## src/rtl/wake_pkg.sv

```systemverilog
/*
  Shared constants for the stop mode wakeup timer: register indices,
  field positions, wakeup periods and the sequencer state type.
  Assumes an 8-bit register port with a 3-bit word index.
*/
package wake_pkg;

  localparam int ADDR_W = 3;
  localparam int DATA_W = 8;

  // Register indices
  localparam logic [ADDR_W-1:0] ADDR_PORT_A  = 3'h0;
  localparam logic [ADDR_W-1:0] ADDR_KEY_SC  = 3'h1;
  localparam logic [ADDR_W-1:0] ADDR_KEY_IE  = 3'h2;
  localparam logic [ADDR_W-1:0] ADDR_OPT_ONE = 3'h3;
  localparam logic [ADDR_W-1:0] ADDR_OPT_TWO = 3'h4;
  localparam logic [ADDR_W-1:0] ADDR_IRQ_ST  = 3'h5;
  localparam logic [ADDR_W-1:0] ADDR_IRQ_MSK = 3'h6;

  // Field positions
  localparam int BIT_WAKE_LATCH = 6;
  localparam int BIT_PEND       = 3;
  localparam int BIT_ACK        = 2;
  localparam int BIT_MASK       = 1;
  localparam int BIT_WAKE_IE    = 6;
  localparam int BIT_PERIOD     = 7;
  localparam int BIT_OSC_STOP   = 1;

  // Interrupt status events
  localparam int EV_OVF = 0;
  localparam int EV_CAP = 1;
  localparam int EV_W   = 2;

  // Wakeup periods in counter clock cycles
  localparam int SHORT_PERIOD = 512;
  localparam int LONG_PERIOD  = 16384;
  localparam int CNT_W        = 14;

  typedef enum logic [0:0] {ST_IDLE, ST_RUN} wake_state_e;

endpackage : wake_pkg

```

## src/rtl/wake_ctr_if.sv

```systemverilog
/*
  Interface between the wakeup sequencer and its period counter.
  Assumes both ends run on the same clock.
*/
`timescale 1ns/1ps
interface wake_ctr_if;
  logic tick;
  logic run;
  logic restart;
  logic short_sel;
  logic overflow;

  modport ctl (output tick, output run, output restart,
               output short_sel, input overflow);
  modport ctr (input tick, input run, input restart,
               input short_sel, output overflow);
endinterface : wake_ctr_if

```

## src/rtl/periodic_wake_unit.sv

```systemverilog
/*
  Periodic wakeup unit: counts a selected slow clock while the chip is
  stopped, latches a wakeup request on overflow and merges it with
  the keypad request into one pending flag and one keypad interrupt.
  Assumes stop_mode, wait_mode and kbd_pin_req come from logic on clk;
  the two counter clocks are asynchronous and much slower than clk.
*/
// The implementer's own choices: the plain strobed port and the register addresses.
// Functional notes
// - Generate periodic wakeups in stop from own counter, no pin.
// - Entering stop enables the wakeup generation.
// - Counter idle in run mode, runs only after stop entry.
// - Unit fully inactive in wait mode, no requests; the code stops only the counter, keypad pin requests still set pending.
// - Counter restarts from zero at every stop entry.
// - Overflow raises request, latched and passed to keypad logic.
// - Latch captures only when request is 1 and enable set.
// - Latch readable as read-only bit 6 of port A data register.
// - Clock is RC oscillator, or doubled bus clock if bit set.
// - Period select 1 gives short period, 0 gives long.
// - Latch cleared by keypad acknowledge write and by reset.
// - Interrupt enable does not change latch read value.
// - Request serviced only if enabled, through shared keypad vector.
// - Requests leave stop only while keypad mask is clear.
// - Short period 512 counter clocks, long 16,384.
// - Writing acknowledge 1 clears pending; bit reads as 0.
// - Pending flag set when keypad or wakeup pending; reset clears.
// - Mask 1 blocks keypad and wakeup interrupts; reset clears.
`timescale 1ns/1ps
module periodic_wake_unit
  import wake_pkg::*;
(
  input  wire logic              clk,
  input  wire logic              sys_rst,
  input  wire logic [ADDR_W-1:0] addr,
  input  wire logic [DATA_W-1:0] wdata,
  input  wire logic              wr_en,
  input  wire logic              rd_en,
  output logic      [DATA_W-1:0] rdata,
  input  wire logic              stop_mode,
  input  wire logic              wait_mode,
  input  wire logic              wake_rc_oscillator,
  input  wire logic              double_bus_clock,
  input  wire logic              kbd_pin_req,
  output logic                   keypad_irq,
  output logic                   irq
);

  //////////////////////////////////////////////////////////////////////
  // State

  typedef struct packed {
    wake_state_e       st;
    logic              rc_d;
    logic              bus_d;
    logic              wake_latch;
    logic              kbd_pend;
    logic              mask;
    logic              wake_ie;
    logic              period_sel;
    logic              osc_stop;
    logic [EV_W-1:0]   irq_st;
    logic [EV_W-1:0]   irq_msk;
    logic [DATA_W-1:0] rdata;
  } unit_s;

  localparam unit_s UNIT_RST = '{st: ST_IDLE, default: '0};

  unit_s           s_r;
  unit_s           s_nxt;
  logic            rc_s;
  logic            bus_s;
  logic            ack;
  logic            wake_set;
  logic            pending;
  logic [EV_W-1:0] ev;
  logic [EV_W-1:0] clr;

  wake_ctr_if cif ();

  //////////////////////////////////////////////////////////////////////
  // Counter clock sampling and period counter

  // Slow clocks are asynchronous: sample twice before edge detection
  wake_sync #(
    .W (2)
  ) u_sync (
    .clk     (clk),
    .sys_rst (sys_rst),
    .d       ({double_bus_clock, wake_rc_oscillator}),
    .q       ({bus_s, rc_s})
  );

  wake_counter u_counter (
    .clk     (clk),
    .sys_rst (sys_rst),
    .cif     (cif)
  );

  // Rising edges of the selected slow clock drive the count
  assign cif.tick = s_r.osc_stop ? (bus_s && !s_r.bus_d)
                                 : (rc_s && !s_r.rc_d);
  assign cif.run       = s_r.st == ST_RUN;
  assign cif.restart   = s_r.st == ST_IDLE;
  assign cif.short_sel = s_r.period_sel;

  //////////////////////////////////////////////////////////////////////
  // Next state

  always_comb begin
    s_nxt       = s_r;
    s_nxt.rc_d  = rc_s;
    s_nxt.bus_d = bus_s;
    s_nxt.rdata = '0;
    ack         = wr_en && addr == ADDR_KEY_SC && wdata[BIT_ACK];
    wake_set    = cif.overflow && s_r.wake_ie;
    pending     = s_r.wake_latch || s_r.kbd_pend;
    ev          = '0;
    ev[EV_OVF]  = cif.overflow;
    ev[EV_CAP]  = wake_set;
    clr         = (wr_en && addr == ADDR_IRQ_ST) ? wdata[EV_W-1:0] : '0;

    // Sequencer: counts only in stop, never in wait
    case (s_r.st)
      ST_IDLE: begin
        if (stop_mode && !wait_mode) begin
          s_nxt.st = ST_RUN;
        end
      end
      ST_RUN: begin
        if (!stop_mode || wait_mode) begin
          s_nxt.st = ST_IDLE;
        end
      end
      default: begin
        s_nxt.st = ST_IDLE;
      end
    endcase

    // Acknowledge clears, a new request in the same cycle wins
    if (ack) begin
      s_nxt.wake_latch = 1'b0;
      s_nxt.kbd_pend   = 1'b0;
    end
    if (wake_set) begin
      s_nxt.wake_latch = 1'b1;
    end
    if (kbd_pin_req) begin
      s_nxt.kbd_pend = 1'b1;
    end

    if (wr_en) begin
      case (addr)
        ADDR_KEY_SC:  s_nxt.mask       = wdata[BIT_MASK];
        ADDR_KEY_IE:  s_nxt.wake_ie    = wdata[BIT_WAKE_IE];
        ADDR_OPT_ONE: s_nxt.period_sel = wdata[BIT_PERIOD];
        ADDR_OPT_TWO: s_nxt.osc_stop   = wdata[BIT_OSC_STOP];
        ADDR_IRQ_MSK: s_nxt.irq_msk    = wdata[EV_W-1:0];
        default: ;
      endcase
    end

    // Status set wins over a write-one-to-clear in the same cycle
    s_nxt.irq_st = (s_r.irq_st & ~clr) | ev;

    // Read data; unmapped indices and write-only bits read as zero
    if (rd_en) begin
      case (addr)
        ADDR_PORT_A: begin
          // Latch reads back its own state whatever the interrupt enable says
          s_nxt.rdata[BIT_WAKE_LATCH] = s_r.wake_latch;
        end
        ADDR_KEY_SC: begin
          s_nxt.rdata[BIT_PEND] = pending;
          s_nxt.rdata[BIT_MASK] = s_r.mask;
        end
        ADDR_KEY_IE:  s_nxt.rdata[BIT_WAKE_IE]  = s_r.wake_ie;
        ADDR_OPT_ONE: s_nxt.rdata[BIT_PERIOD]   = s_r.period_sel;
        ADDR_OPT_TWO: s_nxt.rdata[BIT_OSC_STOP] = s_r.osc_stop;
        ADDR_IRQ_ST:  s_nxt.rdata[EV_W-1:0]     = s_r.irq_st;
        ADDR_IRQ_MSK: s_nxt.rdata[EV_W-1:0]     = s_r.irq_msk;
        default: ;
      endcase
    end
  end

  always_ff @(posedge clk or posedge sys_rst) begin
    if (sys_rst) begin
      s_r <= UNIT_RST;
    end else begin
      s_r <= s_nxt;
    end
  end

  //////////////////////////////////////////////////////////////////////
  // Outputs

  // Shared keypad vector request, also the stop exit request
  assign keypad_irq = (s_r.wake_latch || s_r.kbd_pend) && !s_r.mask;
  assign irq        = |(s_r.irq_st & s_r.irq_msk);
  assign rdata      = s_r.rdata;
endmodule : periodic_wake_unit

```

## src/rtl/wake_counter.sv

```systemverilog
/*
  Wakeup period counter: counts ticks while running and gives a one
  cycle overflow pulse at the end of the selected period.
  Assumes tick is a one cycle pulse on clk.
*/
`timescale 1ns/1ps
module wake_counter
  import wake_pkg::*;
#(
  parameter int SHORT = SHORT_PERIOD,
  parameter int LONG  = LONG_PERIOD,
  parameter int W     = CNT_W
) (
  input  wire logic clk,
  input  wire logic sys_rst,
  wake_ctr_if.ctr   cif
);
  typedef struct packed {
    logic [W-1:0] count;
    logic         ovf;
  } ctr_s;

  ctr_s         s_r;
  ctr_s         s_nxt;
  logic [W-1:0] last;

  assign last = cif.short_sel ? W'(SHORT - 1) : W'(LONG - 1);

  always_comb begin
    s_nxt     = s_r;
    s_nxt.ovf = 1'b0;
    if (cif.restart) begin
      s_nxt.count = '0;
    end else if (cif.run && cif.tick) begin
      if (s_r.count >= last) begin
        s_nxt.count = '0;
        s_nxt.ovf   = 1'b1;
      end else begin
        s_nxt.count = s_r.count + 1'b1;
      end
    end
  end

  always_ff @(posedge clk or posedge sys_rst) begin
    if (sys_rst) begin
      s_r <= '0;
    end else begin
      s_r <= s_nxt;
    end
  end

  assign cif.overflow = s_r.ovf;
endmodule : wake_counter

```

## src/rtl/wake_sync.sv

```systemverilog
/*
  Two flip-flop synchroniser for a bundle of asynchronous levels.
  Assumes each bit changes slowly compared with clk.
*/
`timescale 1ns/1ps
module wake_sync #(
  parameter int W = 2
) (
  input  wire logic         clk,
  input  wire logic         sys_rst,
  input  wire logic [W-1:0] d,
  output logic      [W-1:0] q
);
  typedef struct packed {
    logic [W-1:0] meta;
    logic [W-1:0] held;
  } sync_s;

  sync_s s_r;
  sync_s s_nxt;

  always_comb begin
    s_nxt      = s_r;
    s_nxt.meta = d;
    s_nxt.held = s_r.meta;
  end

  always_ff @(posedge clk or posedge sys_rst) begin
    if (sys_rst) begin
      s_r <= '0;
    end else begin
      s_r <= s_nxt;
    end
  end

  assign q = s_r.held;
endmodule : wake_sync

```

## config.mk

```make
export PLATFORM = sky130hd
export DESIGN_NAME = periodic_wake_unit
export DESIGN_NICKNAME = d
export VERILOG_FILES = /design/src/rtl/wake_pkg.sv /design/src/rtl/wake_ctr_if.sv /design/src/rtl/periodic_wake_unit.sv /design/src/rtl/wake_counter.sv /design/src/rtl/wake_sync.sv
export SDC_FILE = /design/constraint.sdc
export NUM_CORES = 1
export LEC_CHECK = 0
export ABC_AREA = 1
export BUFFER_PORTS_ARGS = -buffer_cell sky130_fd_sc_hd__buf_2
export CORE_MARGIN = 2
export CORE_UTILIZATION = 40
export DETAILED_ROUTE_END_ITERATION = 7
export GPL_TIMING_DRIVEN = 0
export PLACE_DENSITY = 0.56
export RECOVER_POWER = 25
export SYNTH_ARGS = -nofsm -noshare
export SYNTH_HDL_FRONTEND = slang
export SYNTH_SLANG_ARGS = --single-unit
```

## constraint.sdc

```tcl
create_clock -name clk -period 3.35 [get_ports clk]
set_clock_uncertainty 0.1 [all_clocks]
set_input_delay 0.67 -clock clk [delete_from_list [all_inputs] [get_ports clk]]
set_output_delay 0.67 -clock clk [all_outputs]
set_load 0.01 [all_outputs]
```

======== Yosys cells after proc, flatten, opt, wreduce, memory -nomap -nowiden ========
Cells that the tools add are included.
cells by class
  $add $sub $neg .......................... 1
  magnitude comparators ................... 1
  eq/ne operators ......................... 7
  muxes and demuxes ....................... 22
  bitwise gates (word level) .............. 5
  reductions and logical operators ........ 25
operators with widths
  cell                     count
  $mux W14                 3
  $mux W15                 1
  $add A14 B1 Y14 const B  1
  $ge A14 B14 Y1           1
  $mux W1                  10
  $reduce_and A2 Y1        5
  $eq A3 B3 Y1 const B     3
  $logic_and A1 B1 Y1      9
  $mux W2                  4
  $eq A3 B2 Y1 const B     2
  $pmux W1 S2              3
  $logic_not A1 Y1         5
  $and A2 B2 Y2            2
  $pmux W1 S4              1
  $reduce_bool A2 Y1       2
  $eq A3 B1 Y1 const B     1
  $logic_not A3 Y1         1
  $logic_or A1 B1 Y1       2
  $ne A2 B1 Y1 const B     1
  $not A2 Y2               1
  $or A2 B2 Y2             1
  $reduce_or A2 Y1         1
  $not A1 Y1               1
storage, ports and cells
  register bits after elaboration ......... 37
  input port bits ......................... 20
  output and inout port bits .............. 10
  logic and storage cells ................. 77

======== Depth between registers and ports, before layout ========
  word-level depth ........................ 6
  mapped depth ............................ 10

======== By module ========
A second synthesis with hierarchy kept.
second synthesis, totals
  cells, all modules ...................... 251
  area, all modules ....................... 2005.7 sq um
by module, submodules not included
  module              instances  cells each  area an instance (sq um)  seq. area each (sq um)
  wake_counter        1          141         1003.5                    375.4
  periodic_wake_unit  1          105         898.4                     450.4
  wake_sync           1          5           103.8                     100.1

======== Worst setup path before layout ========
Ideal clock, no wire load.
  path type ............................... register to register
  from .................................... register s_r (netlist bit cif.short_sel)
  to ...................................... register u_counter.s_r[10] in the netlist's numbering
  setup time .............................. 0.076 ns
  data arrival time ....................... 1.449 ns
  path slack .............................. 1.726 ns
  cell stages (with the launch flop) ...... 9
  buffers on the path ..................... 0
  clock period less this slack ............ 1.624 ns
  path through ............................ dfrtp_1 ha_1 nand2_1 inv_1 nand2_1 nand2_1 nor2_2 nand3_4 o21ai_2
between the ends
  longest elaborated chain between the ends .. 5
ends and longest elaborated chain
  item                    line                       text
  from (decl)             periodic_wake_unit.sv:68   unit_s s_r;
  from (signal assigned)  periodic_wake_unit.sv:190  s_r <= s_nxt;
  $mux W14                wake_counter.sv:27         assign last = cif.short_sel ? W'(SHORT - 1) : W'(LONG - 1);
  $ge A14 B14 Y1          wake_counter.sv:35         if (s_r.count >= last) begin
  $mux W14                wake_counter.sv:35
  $mux W15                wake_counter.sv:34         end else if (cif.run && cif.tick) begin
  $mux W14                wake_counter.sv:32         if (cif.restart) begin
  to (signal assigned)    wake_counter.sv:48         s_r <= s_nxt;
  to (decl)               wake_counter.sv:23         ctr_s s_r;
Every way passes these cells. The select of a mux whose other input is x is not followed.
A chain may end at the register's enable or synchronous reset.

======== Final worst setup path ========
  from .................................... register s_r (netlist bit cif.short_sel)
  to ...................................... register u_counter.s_r[6] in the netlist's numbering
Same word-level chain as after synthesis.

==> impl_metrics.env <==
export IMPL_min_path_type="reg2reg"
export IMPL_grt_max_degree=38
export IMPL_htreeDepth=2
export IMPL_via_per_inst=4.53
export IMPL_postRouteWirelength_um=3770
export IMPL_synth_area_leader_cell="dfrtp_1"
export IMPL_synth_area_leaders="dfrtp_1 46%, nand2_1 12%, inv_1 6.3%"
export IMPL_max_clock_freq_mhz=545
export IMPL_crit_slowest_cell="dfrtp_1"
export IMPL_yosysWarningCount=0
export IMPL_fillerInstances=471
export IMPL_drc=0
export IMPL_syn_instance_count=246
export IMPL_firstDrtPassIters=4
export IMPL_ir_drop_v=0.000265
export IMPL_grt_pass1_vias=1444
export IMPL_diodes=0
export IMPL_seqPwrFrac_pct=50.5
export IMPL_synthToLayoutAreaGrowth_pct=15.3
export IMPL_clock_path_buffers=2
export IMPL_synth_distinct_cells=27
export IMPL_worstMarginPinSlew_ps=1420
export IMPL_ys_ff_latch=37
export IMPL_intPower_mw=0.733
export IMPL_die_y_um=75.0
export IMPL_dr_total_vias=1562
export IMPL_synth_edf_count=0
export IMPL_end_kind="register"
export IMPL_wire_per_inst_um=10.9
export IMPL_core_area_sq_mm=0.00479
export IMPL_power_leakage_nw=1.22
export IMPL_cellPowerDensity_mw_per_mm2=420
export IMPL_initial_utilization_pct=42.2
export IMPL_cts_root_buf="clkbuf_8"
export IMPL_multi_input_area_sq_um=902
export IMPL_critPathTopFamily="simple AND/OR/NAND/NOR gates"
export IMPL_relSlewSlack_pct=5.52
export IMPL_crit_chain="ha_1, nand2_1, inv_1, nand2_1, nand2_1, nor2_2, nand3_4, o21ai_2"
export IMPL_place_congestion=0.777
export IMPL_drt_iter0_drc=61
export IMPL_comb_power_share_pct=11.5
export IMPL_antenna_found_initial=0
export IMPL_cp_start_kind="register"
export IMPL_synth_area_sq_mm=0.00202
export IMPL_worstPathArrival_ps=1940
export IMPL_cap_viol_max_count=0
export IMPL_fin_setup_tns_ps=0
export IMPL_hpwl_um=2770
export IMPL_path_common_cell="nand2_1"
export IMPL_ant_nets=0
export IMPL_dieWidth_um=75.0
export IMPL_dp_slack_ps=1510
export IMPL_clock_sinks=37
export IMPL_post_cts_buffers=0
export IMPL_rsz0062_at_grt="false"
export IMPL_grt_pass1_wl_um=6530
export IMPL_hold_buffers=0
export IMPL_fin_nets=304
export IMPL_yosysMostFrequentCell="nand2_1"
export IMPL_overflow=0
export IMPL_die_area_sq_mm=0.00563
export IMPL_ios=30
export IMPL_rows=25
export IMPL_cp_slowest_stage_delay_ps=460
export IMPL_cts_tree="built"
export IMPL_hold_viol=0
export IMPL_p_sw_share_pct=25.0
export IMPL_status="finished, final reports clean"
export IMPL_groute_usage_overall_pct=15.6
export IMPL_postCtsResizedCells=0
export IMPL_synth_main_ff_cell="dfrtp_1"
export IMPL_fin_crit_ps=1830
export IMPL_drive_gt1_share_pct=22.3
export IMPL_clock_latency_ps=290
export IMPL_regArea_sq_um=926
export IMPL_ys_seq_area_share_pct=45.9
export IMPL_synth_top_area_share_pct=45.9
export IMPL_clk_pin_slew_worst_paths_ps=70
export IMPL_switchingPower_mw=0.244
export IMPL_path_class="reg2reg"
export IMPL_fin_crit_sh_pct=54.8
export IMPL_yosys_top_cells_count="65 x nand2_1, 37 x dfrtp_1, 34 x inv_1"
export IMPL_async_flop_share_pct=100
export IMPL_path_buf_inv=1
export IMPL_cts_buffers=5
export IMPL_setup_violations_final=0
export IMPL_p_clk_share_pct=38.0
export IMPL_io_buffers=23
export IMPL_worst_slack_ps=1520
export IMPL_cp_required_ps=3460
export IMPL_worst_path_max_fanout=9
export IMPL_syn_avg_cell_area_sq_um=8.20
export IMPL_slew_viol_final=0
==> registers in the layout, summed over array words and instances (netlist names) <==
register,flops
cif.short_sel,1
s_r,11
rdata,5
u_sync.s_nxt,2
u_counter.cif.overflow,1
cif.run,1
u_counter.s_r,14
u_sync.q,2
==> routing by layer <==
| metal | part of all wire [%] | vias to the layer above | global-route usage, % |
|---|---|---|---|
| li1 | - | 828 | - |
| met1 | 51 | 708 | 22.3 |
| met2 | 45 | 22 | 23.1 |
| met3 | 3.7 | 4 | 4.42 |
| met4 | 0.82 | 0 | 4.76 |
| met5 | 0 | - | 0 |
==> final timing paths <==
| check | from | end | slack [ps] | depth (start not counted) |
|---|---|---|---|---|
| worst max register to register | cif.short_sel | u_counter.s_r[6] | 1520 | 8 |
| min in group asynchronous | sys_rst | u_counter.s_r[9] | 690 | 2 |
| worst min register to register | u_sync.s_nxt[1] | u_sync.q[1] | 250 | 0 |
| max in group asynchronous | sys_rst | u_sync.s_nxt[1] | 1630 | 2 |
| worst min-delay path | u_sync.s_nxt[1] | u_sync.q[1] | 250 | 0 |
| worst max-delay path | cif.short_sel | u_counter.s_r[6] | 1520 | 8 |
==> area by class of cell <==
type                       instances  area share [%]
buffer                             9            2.80
multi-input combinational        167            38.8
sequential                        37            39.8
clock buffer                       5            2.96
timing repair buffer              23            4.89
inverter                          35            5.70
clock inverter                     2            1.51
tap                               67            3.60
==> cells by family (layout without fill, tap and decap cells) <==
| group | Yosys count | after routing | synth area share, % |
|---|---|---|---|
| and+or+nand+nor | 121 | 121 | 28.2 |
| buffers and inverters | 44 | 74 | 9.79 |
| DFF | 37 | 37 | 45.9 |
| AOI/OAI and AO/OA | 32 | 32 | 10.0 |
| adders and majority gates | 6 | 6 | 3.72 |
| xor gates and xnor gates | 5 | 5 | 2.17 |
| other | 1 | 3 | 0.186 |
==> layout by cell type (no fill, tap or decap), types with 6 or more instances in the layout <==
cell and n:
nand3_1 10, nand2_1 65, dfrtp_1 37, o21ai_0 15, nor2_1 22, ha_1 6, inv_1 34, buf_2 23
o21ai_2 9, buf_4 8
==> power groups by stage <==
stage          logic [mW]  registers, mW  clock network [mW]
2_1_floorplan      0.0787          0.498                   0
3_3_place_gp        0.112          0.502                   0
4_1_cts             0.115          0.493               0.381
5_1_grt             0.132          0.497               0.398
3_5_place_dp        0.114          0.502                   0
6_report            0.112          0.493               0.372
==> through the flow <==
step           util, %  cells  power, mW  hold WS, ps  instance area (sq um)
3_5_place_dp      46.5    338      0.616          236                   2220
3_3_place_gp      46.5    338      0.615          234                   2220
5_1_grt           48.6    345       1.03          260                   2330
6_report          48.6    345      0.977          249                   2330
4_1_cts           48.7    345      0.989          252                   2330
2_1_floorplan        -    248      0.576          231                   2030
Note: power is estimated with default switching activity, not from simulation.
